### config.mk
export PLATFORM = sky130hd
export DESIGN_NAME = idr_regs
export DESIGN_NICKNAME = d
export VERILOG_FILES = /design/src/idr_pkg.sv /design/src/idr_conv_timer.sv /design/src/idr_regs.sv
export SDC_FILE = /design/constraint.sdc
export NUM_CORES = 1
export LEC_CHECK = 0
export ABC_AREA = 0
export BUFFER_PORTS_ARGS = -buffer_cell sky130_fd_sc_hd__clkbuf_2
export CORE_ASPECT_RATIO = 0.75
export CORE_MARGIN = 2
export CORE_UTILIZATION = 36
export DETAILED_ROUTE_END_ITERATION = 16
export HOLD_SLACK_MARGIN = 0.08
export SLEW_MARGIN = 20
export SYNTH_ARGS = -nofsm -noshare
export SYNTH_HDL_FRONTEND = slang
export SYNTH_HIERARCHICAL = 1
export SYNTH_SLANG_ARGS = --single-unit
### constraint.sdc
create_clock -name i_ref_clk -period 2 [get_ports i_ref_clk]
set_input_delay 0.2 -clock i_ref_clk [delete_from_list [all_inputs] [get_ports i_ref_clk]]
set_output_delay 0.2 -clock i_ref_clk [all_outputs]
set_load 0.05 [all_outputs]
### src/idr_pkg.sv
// package: offsets, fields, reset values and timing for the id resistor register bank
package idr_pkg;

    // register offsets
    localparam logic [7:0] ADDR_KIT_IRQ_STATUS = 8'h20;
    localparam logic [7:0] ADDR_KIT_IRQ_LATCH  = 8'h21;
    localparam logic [7:0] ADDR_HS_TX_AMP      = 8'h31;
    localparam logic [7:0] ADDR_HEADSET_AUDIO  = 8'h33;
    localparam logic [7:0] ADDR_CONV_WRITE     = 8'h36;
    localparam logic [7:0] ADDR_CONV_SET       = 8'h37;
    localparam logic [7:0] ADDR_CONV_CLEAR     = 8'h38;
    localparam logic [7:0] ADDR_IMM_LAST       = 8'h3f;

    // status register fields
    localparam int ST_OPEN_BIT  = 0;
    localparam int ST_ATTACH    = 1;
    localparam int ST_DPLUS     = 2;
    localparam int ST_CODE_LSB  = 3;
    localparam int ST_DONE_BIT  = 6;

    // latch register fields
    localparam int LT_OPEN_BIT  = 0;
    localparam int LT_CONV_BIT  = 3;

    // conversion register fields
    localparam int CV_CODE_LSB  = 0;
    localparam int CV_DONE_BIT  = 3;
    localparam int CV_GO_BIT    = 4;
    localparam int CV_RSVD_BIT  = 5;
    localparam int CV_IRQ_BIT   = 6;

    // amplitude and headset fields
    localparam int AMP_LSB      = 5;
    localparam int KEY_LSB      = 0;
    localparam logic [3:0] HEADSET_KEY = 4'ha;

    // resistance codes
    localparam logic [2:0] CODE_ZERO   = 3'h0;
    localparam logic [2:0] CODE_R75    = 3'h1;
    localparam logic [2:0] CODE_R100K  = 3'h2;
    localparam logic [2:0] CODE_R200K  = 3'h3;
    localparam logic [2:0] CODE_R440K  = 3'h4;
    localparam logic [2:0] CODE_OPEN   = 3'h5;
    localparam logic [2:0] CODE_ERROR  = 3'h7;

    // drive strength selections
    localparam logic [1:0] AMP_NOMINAL = 2'h0;
    localparam logic [1:0] AMP_PLUS_74 = 2'h2;
    localparam logic [1:0] AMP_PLUS_37 = 2'h3;

    // reset values
    localparam logic [7:0] REG_RESET   = 8'h00;

    // conversion timing
    localparam int CLK_HZ          = 10_000_000;
    localparam int CONV_TIME_US    = 282;
    localparam int CONV_CYCLES     = (CONV_TIME_US * (CLK_HZ / 1_000_000));

    // one register access taken from the ulpi front end
    typedef struct packed {
        logic       rd;
        logic       wr;
        logic       ext;
        logic [5:0] imm_addr;
        logic [7:0] ext_addr;
        logic [7:0] wdata;
    } idr_access_type;

endpackage

### src/idr_conv_timer.sv
// conversion timer: runs one measurement of fixed length and pulses done
`timescale 1ns/1ns
module idr_conv_timer
    import idr_pkg::*;
#(
    parameter int CYCLES = CONV_CYCLES
) (
    input  wire logic i_ref_clk,
    input  wire logic i_reset,
    input  wire logic i_start,
    output logic      o_busy,
    output logic      o_done
);

    localparam int CW = $clog2(CYCLES + 1);
    localparam logic [CW-1:0] LAST = CW'(CYCLES - 1);

    logic [CW-1:0] count_q;
    logic [CW-1:0] count_d;
    logic          busy_q;
    logic          busy_d;
    logic          done_q;
    logic          done_d;

    // a start while busy is ignored; the running measurement completes
    always_comb begin
        count_d = count_q;
        busy_d  = busy_q;
        done_d  = 1'b0;
        if (busy_q) begin
            if (count_q == LAST) begin
                busy_d  = 1'b0;
                done_d  = 1'b1;
                count_d = '0;
            end else begin
                count_d = count_q + CW'(1);
            end
        end else if (i_start) begin
            busy_d  = 1'b1;
            count_d = '0;
        end
    end

    always_ff @(posedge i_ref_clk or posedge i_reset) begin
        if (i_reset) begin
            count_q <= '0;
            busy_q  <= 1'b0;
            done_q  <= 1'b0;
        end else begin
            count_q <= count_d;
            busy_q  <= busy_d;
            done_q  <= done_d;
        end
    end

    assign o_busy = busy_q;
    assign o_done = done_q;

endmodule

### src/idr_regs.sv
// id resistor, kit interrupt, amplitude and headset key register bank
`timescale 1ns/1ns
module idr_regs
    import idr_pkg::*;
#(
    parameter int CONV_LEN = CONV_CYCLES
) (
    input  wire logic           i_ref_clk,
    input  wire logic           i_reset,
    input  wire idr_access_type i_acc,
    input  wire logic           i_id_open,
    input  wire logic [2:0]     i_id_res_code,
    input  wire logic           i_open_rise_enable,
    input  wire logic           i_open_fall_enable,
    input  wire logic           i_kit_conv_irq_enable,
    output logic [7:0]          o_rd_data,
    output logic                o_rd_valid,
    output logic                o_rd_hit,
    output logic                o_alt_int,
    output logic                o_id_conv_run,
    output logic [1:0]          o_hs_drive_sel,
    output logic                o_headset_audio_en
);

    ////////////////////////////////////////////////////////////////////////////
    // address decode

    logic [7:0] addr;
    logic       sel_status;
    logic       sel_latch;
    logic       sel_amp;
    logic       sel_key;
    logic       sel_conv;

    // both address forms land on one map
    always_comb begin
        addr       = i_acc.ext ? i_acc.ext_addr : {2'b00, i_acc.imm_addr};
        sel_status = (addr == ADDR_KIT_IRQ_STATUS);
        sel_latch  = (addr == ADDR_KIT_IRQ_LATCH);
        sel_amp    = (addr == ADDR_HS_TX_AMP);
        sel_key    = (addr == ADDR_HEADSET_AUDIO);
        sel_conv   = (addr >= ADDR_CONV_WRITE) && (addr <= ADDR_CONV_CLEAR);
    end

    ////////////////////////////////////////////////////////////////////////////
    // conversion timer

    logic conv_busy;
    logic conv_done;
    logic conv_start;
    logic go_q;
    logic go_d;

    // go is still high in the done cycle; without this gate the timer relaunches
    assign conv_start = go_q && !conv_done;

    idr_conv_timer #(
        .CYCLES (CONV_LEN)
    ) u_timer (
        .i_ref_clk (i_ref_clk),
        .i_reset   (i_reset),
        .i_start   (conv_start),
        .o_busy    (conv_busy),
        .o_done    (conv_done)
    );

    ////////////////////////////////////////////////////////////////////////////
    // conversion register and done flag

    logic [2:0] code_q;
    logic [2:0] code_d;
    logic       done_q;
    logic       done_d;
    logic       rsvd5_q;
    logic       rsvd5_d;
    logic       irq_en_q;
    logic       irq_en_d;
    logic [7:0] conv_img;
    logic [7:0] conv_new;

    // write, set and clear share one image; go, code and done change by hardware
    always_comb begin
        conv_img = REG_RESET;
        conv_img[CV_CODE_LSB +: 3] = code_q;
        conv_img[CV_DONE_BIT]      = done_q;
        conv_img[CV_GO_BIT]        = go_q;
        conv_img[CV_RSVD_BIT]      = rsvd5_q;
        conv_img[CV_IRQ_BIT]       = irq_en_q;
        unique case (addr)
            ADDR_CONV_SET:   conv_new = conv_img | i_acc.wdata;
            ADDR_CONV_CLEAR: conv_new = conv_img & ~i_acc.wdata;
            default:         conv_new = i_acc.wdata;
        endcase
        code_d   = code_q;
        go_d     = go_q;
        rsvd5_d  = rsvd5_q;
        irq_en_d = irq_en_q;
        done_d   = done_q;
        if (i_acc.wr && sel_conv) begin
            code_d   = conv_new[CV_CODE_LSB +: 3];
            go_d     = conv_new[CV_GO_BIT];
            rsvd5_d  = conv_new[CV_RSVD_BIT];
            irq_en_d = conv_new[CV_IRQ_BIT];
        end
        // go is held until the timer takes it, then drops at done
        if (conv_busy && go_q && !(i_acc.wr && sel_conv)) begin
            go_d = go_q;
        end
        if (i_acc.rd && sel_conv) begin
            done_d = 1'b0;
        end
        if (conv_done) begin
            go_d   = 1'b0;
            code_d = i_id_res_code;
            done_d = 1'b1;                           // set beats read clear
        end
    end

    always_ff @(posedge i_ref_clk or posedge i_reset) begin
        if (i_reset) begin
            code_q   <= CODE_ZERO;
            go_q     <= 1'b0;
            rsvd5_q  <= 1'b0;
            irq_en_q <= 1'b0;
            done_q   <= 1'b0;
        end else begin
            code_q   <= code_d;
            go_q     <= go_d;
            rsvd5_q  <= rsvd5_d;
            irq_en_q <= irq_en_d;
            done_q   <= done_d;
        end
    end

    ////////////////////////////////////////////////////////////////////////////
    // event detection and interrupt latch

    logic open_prev_q;
    logic done_prev_q;
    logic lt_open_q;
    logic lt_open_d;
    logic lt_conv_q;
    logic lt_conv_d;
    logic conv_irq_en;
    logic open_evt;
    logic conv_evt;
    logic alt_int_d;

    // events set, a latch read clears, and a same-cycle event survives the read
    always_comb begin
        conv_irq_en = irq_en_q | i_kit_conv_irq_enable;
        open_evt    = (i_id_open && !open_prev_q && i_open_rise_enable)
                   || (!i_id_open && open_prev_q && i_open_fall_enable);
        conv_evt    = done_q && !done_prev_q && conv_irq_en;
        lt_open_d   = lt_open_q;
        lt_conv_d   = lt_conv_q;
        if (i_acc.rd && sel_latch) begin
            lt_open_d = 1'b0;
            lt_conv_d = 1'b0;
        end
        if (open_evt) begin
            lt_open_d = 1'b1;
        end
        if (conv_evt) begin
            lt_conv_d = 1'b1;
        end
        alt_int_d = lt_open_d | lt_conv_d;
    end

    always_ff @(posedge i_ref_clk or posedge i_reset) begin
        if (i_reset) begin
            open_prev_q <= 1'b0;
            done_prev_q <= 1'b0;
            lt_open_q   <= 1'b0;
            lt_conv_q   <= 1'b0;
            o_alt_int   <= 1'b0;
        end else begin
            open_prev_q <= i_id_open;
            done_prev_q <= done_q;
            lt_open_q   <= lt_open_d;
            lt_conv_q   <= lt_conv_d;
            o_alt_int   <= alt_int_d;
        end
    end

    ////////////////////////////////////////////////////////////////////////////
    // amplitude trim and headset key

    logic [1:0] amp_q;
    logic [1:0] amp_d;
    logic [3:0] key_q;
    logic [3:0] key_d;

    // plain read/write registers; reserved bits are not stored
    always_comb begin
        amp_d = amp_q;
        key_d = key_q;
        if (i_acc.wr && sel_amp) begin
            amp_d = i_acc.wdata[AMP_LSB +: 2];
        end
        if (i_acc.wr && sel_key) begin
            key_d = i_acc.wdata[KEY_LSB +: 4];
        end
    end

    always_ff @(posedge i_ref_clk or posedge i_reset) begin
        if (i_reset) begin
            amp_q              <= AMP_NOMINAL;
            key_q              <= 4'h0;
            o_hs_drive_sel     <= AMP_NOMINAL;
            o_headset_audio_en <= 1'b0;
        end else begin
            amp_q              <= amp_d;
            key_q              <= key_d;
            o_hs_drive_sel     <= amp_d;
            o_headset_audio_en <= (key_d == HEADSET_KEY);
        end
    end

    ////////////////////////////////////////////////////////////////////////////
    // read mux

    logic [7:0] rd_d;
    logic       hit_d;

    // status read is side-effect free; unmapped reads return zero
    always_comb begin
        rd_d  = REG_RESET;
        hit_d = 1'b1;
        if (sel_status) begin
            rd_d[ST_OPEN_BIT]        = i_id_open;
            rd_d[ST_ATTACH]          = 1'b0;
            rd_d[ST_DPLUS]           = 1'b0;
            rd_d[ST_CODE_LSB +: 3]   = code_q;
            rd_d[ST_DONE_BIT]        = done_q;
        end else if (sel_latch) begin
            rd_d[LT_OPEN_BIT]        = lt_open_q;
            rd_d[LT_CONV_BIT]        = lt_conv_q;    // others zero
        end else if (sel_amp) begin
            rd_d[AMP_LSB +: 2]       = amp_q;
        end else if (sel_key) begin
            rd_d[KEY_LSB +: 4]       = key_q;
        end else if (sel_conv) begin
            rd_d                     = conv_img;
        end else begin
            hit_d = 1'b0;
        end
    end

    always_ff @(posedge i_ref_clk or posedge i_reset) begin
        if (i_reset) begin
            o_rd_data     <= REG_RESET;
            o_rd_valid    <= 1'b0;
            o_rd_hit      <= 1'b0;
            o_id_conv_run <= 1'b0;
        end else begin
            o_rd_data     <= i_acc.rd ? rd_d : REG_RESET;
            o_rd_valid    <= i_acc.rd;
            o_rd_hit      <= i_acc.rd && hit_d;
            o_id_conv_run <= conv_busy;
        end
    end

endmodule

==> qor.csv, run 1 <==
metric,value,unit
status,"finished, final reports clean",
Mapped Area,2487,µm²
Clock Sinks,43,
largest net degree at the start of global routing,30,
area delta synth->final,17.71,%
critical path class,input port to flop,
TNS Setup,0,ns
Seq cells post-synth,43,
fin crit period,1.697,ns
Max Cap Viol,0,
initial antenna violation count,0,
register area,1076,µm²
top-count cell post-synth,dfrtp_1,
Pre-antenna DRT Iters,4,
R2R Setup Slk,0.41,ns
Die Footprint,7597,µm²
Util after Layout,43.27,%
Worst Hold Class,input port to flop,
Clock Skew,0.005475,ns
clk buf depth,2,
layout cells sized above 1,30.64,%
DRC Markers,0,
leakage power,1.293,nW
crit path max fanout,22,
GP Congestion,0.8402,
largest family of logic cells by synthesized area,simple AND/OR/NAND/NOR gates,
Routed WL,5957,µm
Post-synth ARST share,100.0,%
DRT antenna net count,0,
via-per-instance ratio,5.596,
RSZ-0062 raised after global routing,no,
xor and xnor area share after synthesis,0,%
Power Density,784.0,nW/µm²
CP peak stage delay,0.41,ns
Critical Path RT,2.19,ns
postcts setup bufs,0,
initial core utilization,36.76,%
vias in the first global route,2043,
Fill cells,666,
Relative slew margins,62.01,%
area post-placement,2805,µm²
footprint of the multi-input gates,1262,µm²
Post-synth EDFFs,0,
Core Region,6766,µm²
mean post-synth cell area,10.24,µm²
hold buffers post-CTS,2,
count of input and output buffers,46,
Synth Area in Simple Gates,24.50,%
die height,75.99,µm
via count,2132,
post-synth top area cell,dfrtp_1,
Synth Area in Adders,0.5030,%
"Power, Total",2.295,mW
CTS tree,yes,
"Period Utilization, post-route",84.83,%
Worst setup SP type,input port,
sequential share of the synthesized area,43.26,%
Max Clock Freq,589.4,MHz
Synth warnings,6,
post-place setup slack,0.03116,ns
final std cells w/o fill,381,
total track usage,16.59,%
NumNets Final,332,
later-pin clock latency in the skew report,0.29,ns
gr ovfl total,0,
DR iter-0 viols,149,
ys flop type,dfrtp_1,
Root Driver,clkbuf_8,
clk slew on worst S/H paths,0.08,ns
Top delay family on crit path,compound AO/OA/AOI/OAI gates,
Worst-Margin Slew,0.5681,ns
Crit. End Element,flop,
post-CTS sizing,0,
VDD IR-drop max,0.0002958,V
most frequent cells after synthesis,"43 x dfrtp_1, 13 x nand2_1, 13 x nor2_1",
first-pass GRT wire length,10270,µm
DR WL/cell,15.64,µm
CTS H-Tree Depth,2,
post-synthesis mux area share,3.571,%
post-route design area,2928,µm²
cells along the critical path,"clkbuf_2, nor3_1, o22ai_2, o21ai_2, buf_4, nand3_1, a21o_1",
ANT cells,0,
"Hold Violations, Final",0,
Ports,49,
"Max stage delay cell, worst path",o21ai_2,
syn_nets,278,
final number of setup-violating endpoints,0,
Setup WS post-layout,0.3035,ns
busiest layer in global routing,met1,
Hold WS,0.1575,ns
top-area cell type share of the netlist area,43.26,%
max-slew violations,0,
arrival time worst endpoint,1.88,ns
met3 usage,3.211,%
ranking of synthesized cells by area,"dfrtp_1 43%, mux2_2 3.2%, nand2b_1 2.3%, o211ai_1 2.1%, nand3_1 2.0%",
Synth cell types,69,
met1 usage,26.08,%
Placed Instances,372,
Die X-Extent,99.98,µm
Synth Instances,243,
met2 usage,23.18,%
row count,26,
Crit path buffers/inverters,2,
cts bufs inserted,5,
Post-DP HPWL,4413,µm
complex-gate fraction of the synthesized area,22.03,%
-- flip-flops by register name (all words and copies together), names as in the netlist, 2 cells and up --
signal / flops
key_q: 4
code_q: 3
u_timer/count_q: 12
amp_q: 2
o_rd_data: 7
-- cell usage in the layout (no fill, tap or decap), types with 3 or more instances in the layout --
cell type  instances
nor4_1             5
nand2b_1           9
a32oi_1            3
buf_4             12
nand3b_1           3
o2111ai_1          5
dfrtp_1           43
inv_1             11
nand4_1            3
nor2_1            13
o31ai_1            3
nor4b_1            3
o22ai_1            7
clkbuf_8           5
o211ai_1           7
nor3b_1            3
nor2b_1            5
a21boi_1           4
nand3_1           10
a31oi_1            3
and3b_1            4
clkbuf_2          46
mux2_2             7
a22o_1             3
o21ai_0           10
nor3_1             7
nand2_1           13
-- layout make-up --
| class | instances | share of cell area (%) |
|---|---|---|
| Sequential cell | 43 | 36.75 |
| Multi-Input combinational cell | 176 | 43.12 |
| Inverter | 11 | 1.410 |
| Tap cell | 84 | 3.590 |
| Clock inverter | 1 | 1.026 |
| Clock buffer | 6 | 2.479 |
| Timing Repair Buffer | 60 | 11.62 |
-- metal layers --
layer	vias up	wire length, µm
li1	1034	-
met1	1025	3081
met2	67	2459
met3	6	350
met4	0	65
met5	-	0
-- logic make-up after synthesis --
logic type | count (synthesis)
compound gates | 70
fa+ha+maj | 1
buf+inv | 24
flops | 43
mux | 8
other cells | 1
simple gates | 96
-- worst reg2reg max path: stages (launching register included) --
cell,delay [ns]
dfrtp_1,0.49
nor4b_4,0.34
nand4_2,0.18
o21a_1,0.23
a22o_1,0.24
-- report_power, final --
group,switching (mW),total (mW),internal [mW]
registers,0.141,1.11,0.974
logic,0.296,0.530,0.234
clock network,0.285,0.651,0.366
total,0.722,2.30,1.57
-- worst paths after layout --
check,startpoint,end,depth (start not counted)
min reg2reg,done_q$_DFFE_PP0P_,done_prev_q$_DFF_PP0_,0
min,i_id_res_code[1],code_q[1]$_DFFE_PP0P_,3
max,i_acc[22],done_q$_DFFE_PP0P_,7
min in group asynchronous,i_reset,u_timer/count_q[6]$_DFFE_PP0P_,3
max reg2reg,u_timer/count_q[3]$_DFFE_PP0P_,u_timer/count_q[1]$_DFFE_PP0P_,4
max in group asynchronous,i_reset,u_timer/count_q[0]$_DFFE_PP0P_,3
Power figures use the tool's default switching activity.
==> inputs of run 2 (changes only) <==
==> constraint.sdc (replaced) <==
create_clock -name i_ref_clk -period 1.5 [get_ports i_ref_clk]
set_input_delay 0.15 -clock i_ref_clk [delete_from_list [all_inputs] [get_ports i_ref_clk]]
set_output_delay 0.15 -clock i_ref_clk [all_outputs]
set_load 0.05 [all_outputs]
==> qor.csv, run 2 (synthesis results as in run 1) <==
metric,value,unit,change
status,"finished, violations left",,"was finished, final reports clean"
failing checks,negative setup slack,,
final std cells w/o fill,411,,was 381
Max Cap Viol,0,,unchanged
Worst Hold Class,input port to flop,,unchanged
Crit. End Element,flop,,unchanged
max-slew violations,0,,unchanged
leakage power,1.479,nW,was 1.293 nW
Post-DP HPWL,4757,µm,was 4413 µm
post-route design area,3279,µm²,was 2928 µm²
DRC Markers,0,,unchanged
Largest regs,"u_timer/count_q x12, o_rd_data x7, key_q x4",,unchanged
critical path class,flop to flop,,was input port to flop
cells along the critical path,"ha_4, nor4b_4, nand4_4, o21a_1, a31o_2",,"was clkbuf_2, nor3_1, o22ai_2, o21ai_2, buf_4, nand3_1, a21o_1"
Ports,49,,unchanged
Die Footprint,7597,µm²,unchanged
ANT cells,0,,unchanged
"commonest non-fill, non-tap cell in the layout",clkbuf_2,,unchanged
Relative slew margins,62.14,%,was 62.01%
initial core utilization,36.76,%,unchanged
Hold WS,0.09270,ns,was 0.1575 ns
most frequent cells in the layout,"45 x clkbuf_2, 43 x dfrtp_1, 38 x buf_4",,"was 46 x clkbuf_2, 43 x dfrtp_1, 13 x nor2_1, 13 x nand2_1, 12 x buf_4"
Die X-Extent,99.98,µm,unchanged
GP Congestion,0.8410,,was 0.8402
Power Density,954.9,nW/µm²,was 784.0 nW/µm²
via count,2226,,was 2132
initial antenna violation count,0,,unchanged
Pre-antenna DRT Iters,5,,was 4
Fill cells,642,,was 666
area post-placement,3040,µm²,was 2805 µm²
vias in the first global route,2062,,was 2043
CTS H-Tree Depth,2,,unchanged
Routed WL,6321,µm,was 5957 µm
gr ovfl total,0,,unchanged
DR WL/cell,15.38,µm,was 15.64 µm
Placed Instances,400,,was 372
Clock Sinks,43,,unchanged
"Max stage delay cell, worst path",dfrtp_1,,was o21ai_2
first-pass GRT wire length,10270,µm,unchanged
CP peak stage delay,0.40,ns,was 0.41 ns
die height,75.99,µm,unchanged
count of input and output buffers,46,,unchanged
total track usage,16.80,%,was 16.59%
DRT antenna net count,0,,unchanged
Clock Skew,0.006119,ns,was 0.005475 ns
row count,26,,unchanged
Worst-Margin Slew,0.5673,ns,was 0.5681 ns
RSZ-0062 raised after global routing,yes,,was no
later-pin clock latency in the skew report,0.29,ns,about the same
Setup WS post-layout,-0.05210,ns,was 0.3035 ns
fin crit period,1.552,ns,
NumNets Final,361,,was 332
"Period Utilization, post-route",103.5,%,
Worst setup SP type,flop,,was input port
CTS tree,yes,,unchanged
"Hold Violations, Final",0,,unchanged
clk slew on worst S/H paths,0.08,ns,about the same
Biggest register,u_timer/count_q,,unchanged
final number of setup-violating endpoints,4,,was 0
crit path max fanout,4,,was 22
arrival time worst endpoint,1.74,ns,was 1.88 ns
Critical Path RT,1.68,ns,was 2.19 ns
max FFs per register,12,,unchanged
VDD IR-drop max,0.0003781,V,was 0.0002958 V
Root Driver,clkbuf_8,,unchanged
register area,1076,µm²,unchanged
Core Region,6766,µm²,unchanged
area delta synth->final,31.84,%,was 17.71%
Max Clock Freq,644.3,MHz,
DR iter-0 viols,150,,was 149
footprint of the multi-input gates,1388,µm²,was 1262 µm²
clk buf depth,2,,unchanged
largest net degree at the start of global routing,30,,unchanged
layout cells sized above 1,41.59,%,was 30.64%
via-per-instance ratio,5.416,,was 5.596
cts bufs inserted,5,,unchanged
run 2: cell types whose count changed in the layout (fill, tap and decap cells not counted), sizes merged:
cell	delta
buf	+29
bufinv	-1
clkbuf	-1
clkinv	+1
clkinvlp	+2
run 2: per-layer routing:
layer  track usage [%]  vias to the layer above  part of all wire (%)
met5                 0                        -                     0
met4             3.836                        0                  0.82
met3             3.303                        4                   5.4
met2             23.04                       77                    42
met1             26.93                     1055                    52
li1                  -                     1090                     -
run 2: cell type report:
type                            instances  share of cell area [%]
Clock buffer                            5                   2.098
Clock inverter                          3                  0.6105
Inverter                               11                   1.259
Multi-Input combinational cell        176                   42.31
Sequential cell                        43                   32.81
Tap cell                               84                   3.205
Timing Repair Buffer                   89                   17.70
run 2: what timing repair did:
action                                 CTS  global route
gates resized for setup                  1            23
endpoints found under the hold margin   44             0
setup buffers                            1             0
pin swaps                                2             6
hold buffers                             2             0
setup endpoints to repair                8            33
gates cloned                             0             0
run 2: worst paths after layout:
check / from / endpoint / slack [ns] / depth (start not counted)
max: u_timer/count_q[1]$_DFFE_PP0P_ / u_timer/count_q[8]$_DFFE_PP0P_ / -0.05 / 5
min: i_acc[24] / o_rd_valid$_DFF_PP0_ / 0.09 / 1
max reg2reg: u_timer/count_q[1]$_DFFE_PP0P_ / u_timer/count_q[8]$_DFFE_PP0P_ / -0.05 / 5
min reg2reg: done_q$_DFFE_PP0P_ / done_prev_q$_DFF_PP0_ / 0.47 / 0
max in group asynchronous: i_reset / u_timer/o_done$_DFF_PP0_ / 0.68 / 3
min in group asynchronous: i_reset / u_timer/count_q[2]$_DFFE_PP0P_ / 0.44 / 3
run 2: through the flow:
step | TNS, ns | total power, mW | worst slack [ns] | util (%)
floorplan | 0 | 2.035 | 0.0007824 | -
global placement | -5.124 | 2.354 | -0.2475 | 44.93
detailed placement | -6.103 | 2.365 | -0.2806 | 44.93
CTS | -0.1362 | 3.112 | -0.05130 | 46.69
global route | -0.7616 | 3.327 | -0.1348 | 48.47
finish | -0.1125 | 3.132 | -0.05210 | 48.47
run 2: power by group:
group / internal (mW) / total, mW / switching [mW]
registers: 1.30 / 1.46 / 0.165
clock network: 0.324 / 0.725 / 0.401
logic: 0.452 / 0.943 / 0.490
run 2: critical path: cells and delay by family, from the launching register on:
| family | cells | cell delay [ns] |
|---|---|---|
| AO/OA/AOI/OAI | 2 | 0.46 |
| AND/OR/NAND/NOR | 2 | 0.45 |
| flip-flops | 1 | 0.40 |
| adder cells (fa/ha/maj) | 1 | 0.16 |
==> inputs of run 3 (changes only) <==
--- a/config.mk
+++ b/config.mk
@@ -12,6 +12,7 @@
 export CORE_UTILIZATION = 36
 export DETAILED_ROUTE_END_ITERATION = 16
 export HOLD_SLACK_MARGIN = 0.08
+export SKIP_LAST_GASP = 1
 export SLEW_MARGIN = 20
 export SYNTH_ARGS = -nofsm -noshare
 export SYNTH_HDL_FRONTEND = slang
==> qor.csv, run 3 (synthesis results as in run 1) <==
metric,value,unit,change
Power Density,954.5,nW/µm²,was 954.9 nW/µm²
footprint of the multi-input gates,1388,µm²,unchanged
VDD IR-drop max,0.0003785,V,was 0.0003781 V
"commonest non-fill, non-tap cell in the layout",clkbuf_2,,unchanged
initial antenna violation count,0,,unchanged
gr ovfl total,0,,unchanged
max FFs per register,12,,unchanged
worst hold start,i_acc[24],,unchanged
Crit. Startpoint,u_timer/count_q[1]$_DFFE_PP0P_,,unchanged
area delta synth->final,31.84,%,unchanged
GP Congestion,0.8410,,unchanged
"Period Utilization, post-route",103.8,%,was 103.5%
Core Region,6766,µm²,unchanged
critical path class,flop to flop,,unchanged
Max Cap Viol,0,,unchanged
Routed WL,6294,µm,was 6321 µm
ANT cells,0,,unchanged
Clk network pwr share,23.1,%,about the same
Ports,49,,unchanged
RR Startpoint,u_timer/count_q[1]$_DFFE_PP0P_,,unchanged
first-pass GRT wire length,10270,µm,unchanged
Crit. End Element,flop,,unchanged
DRT antenna net count,0,,unchanged
FF-to-FF path depth,5,,unchanged
Fill cells,642,,unchanged
Clock Skew,0.005766,ns,was 0.006119 ns
most frequent cells in the layout,"45 x clkbuf_2, 43 x dfrtp_1, 38 x buf_4",,unchanged
Critical Path RT,1.68,ns,about the same
switching share of power,33.75,%,was 33.74%
Largest regs,"u_timer/count_q x12, o_rd_data x7, key_q x4",,unchanged
initial core utilization,36.76,%,unchanged
count of input and output buffers,46,,unchanged
Root Driver,clkbuf_8,,unchanged
Worst Hold Class,input port to flop,,unchanged
die height,75.99,µm,unchanged
later-pin clock latency in the skew report,0.29,ns,about the same
crit path to,u_timer/count_q[8]$_DFFE_PP0P_,,unchanged
Worst-Margin Slew,0.5566,ns,was 0.5673 ns
layout cells sized above 1,41.59,%,unchanged
Max Clock Freq,642.1,MHz,was 644.3 MHz
R2R Setup Slk,-0.06,ns,was -0.05 ns
Clock Sinks,43,,unchanged
row count,26,,unchanged
CTS tree,yes,,unchanged
"Hold Violations, Final",0,,unchanged
worst reg2reg endpoint,u_timer/count_q[8]$_DFFE_PP0P_,,unchanged
register area,1076,µm²,unchanged
cts bufs inserted,5,,unchanged
total track usage,16.80,%,unchanged
Relative slew margins,62.85,%,was 62.14%
Internal Power,2.074,mW,was 2.075 mW
DR WL/cell,15.31,µm,was 15.38 µm
logic gate share of total power,30.1,%,about the same
Post-DP HPWL,4757,µm,unchanged
NumNets Final,361,,unchanged
failing checks,negative setup slack,,unchanged
TNS Setup,-0.1380,ns,was -0.1125 ns
largest net degree at the start of global routing,30,,unchanged
max-slew violations,0,,unchanged
leakage power,1.479,nW,about the same
arrival time worst endpoint,1.74,ns,about the same
via count,2234,,was 2226
CTS H-Tree Depth,2,,unchanged
Switch Pwr,1.056,mW,was 1.057 mW
RSZ-0062 raised after global routing,yes,,unchanged
clk slew on worst S/H paths,0.08,ns,about the same
Flop pwr share,46.8,%,about the same
vias in the first global route,2062,,unchanged
post-route design area,3279,µm²,unchanged
Die Footprint,7597,µm²,unchanged
Worst setup SP type,flop,,unchanged
Biggest register,u_timer/count_q,,unchanged
DRC Markers,0,,unchanged
Die X-Extent,99.98,µm,unchanged
clk buf depth,2,,unchanged
Pre-antenna DRT Iters,5,,unchanged
DR iter-0 viols,148,,was 150
status,"finished, violations left",,unchanged
area post-placement,3040,µm²,unchanged
crit path max fanout,4,,unchanged
fin crit period,1.557,ns,was 1.552 ns
via-per-instance ratio,5.436,,was 5.416
Setup WS post-layout,-0.05739,ns,was -0.05210 ns
final number of setup-violating endpoints,5,,was 4
-- run 3: worst min-delay path by stage --
stage	slack, ns	to	cells after the start
CTS	0.09	o_rd_valid$_DFF_PP0_	1
global placement	0.23	u_timer/count_q[2]$_DFFE_PP0P_	2
global route	0.09	o_rd_valid$_DFF_PP0_	1
detailed placement	0.23	u_timer/count_q[2]$_DFFE_PP0P_	2
floorplan	0.04	u_timer/count_q[0]$_DFFE_PP0P_	1
finish	0.09	o_rd_valid$_DFF_PP0_	1
-- run 3: repair_timing --
action,CTS,global route
resized for setup,1,22
setup buffers,1,0
hold buffers,2,0
hold endpoints to repair,44,0
setup endpoints to repair,8,33
pin swaps,2,6
-- run 3: final cells by class --
type,instances,area share (%)
flip-flops and latches,43,32.81
clock inverters,3,0.6105
well taps,84,3.205
multi-input cells,176,42.31
clock buffers,5,2.098
repair buffers,89,17.70
inverters,11,1.259
-- run 3: per-layer routing --
metal | up-vias | share of wire [%] | track usage, %
met3 | 4 | 5.3 | 3.303
li1 | 1093 | - | -
met4 | 0 | 0.83 | 3.836
met2 | 80 | 42 | 23.04
met5 | - | 0 | 0
met1 | 1057 | 52 | 26.93
-- run 3: stage by stage --
stage / hold slack, ns / util [%] / worst slack [ns] / cells / power [mW]
2_1_floorplan: 0.03922 / - / 0.0007824 / 243 / 2.035
3_3_place_gp: 0.2261 / 44.93 / -0.2475 / 400 / 2.354
3_5_place_dp: 0.2332 / 44.93 / -0.2806 / 400 / 2.365
4_1_cts: 0.08611 / 46.69 / -0.05130 / 411 / 3.112
5_1_grt: 0.08886 / 48.47 / -0.1348 / 411 / 3.325
6_report: 0.09355 / 48.47 / -0.05739 / 411 / 3.130
-- run 3: worst max-delay path, cell delays in order, from the launching register on --
cell and delay (ns):
dfrtp_1 0.40, ha_4 0.16, nor4b_4 0.27, nand4_4 0.18, o21a_1 0.23, a31o_2 0.23
-- run 3: power groups by stage --
stage               clock network (mW)  logic (mW)  registers, mW
floorplan                            0       0.561           1.47
CTS                              0.760       0.892           1.46
global placement                     0       0.876           1.48
finish                           0.725       0.941           1.46
global route                     0.803        1.03           1.49
detailed placement                   0       0.885           1.48
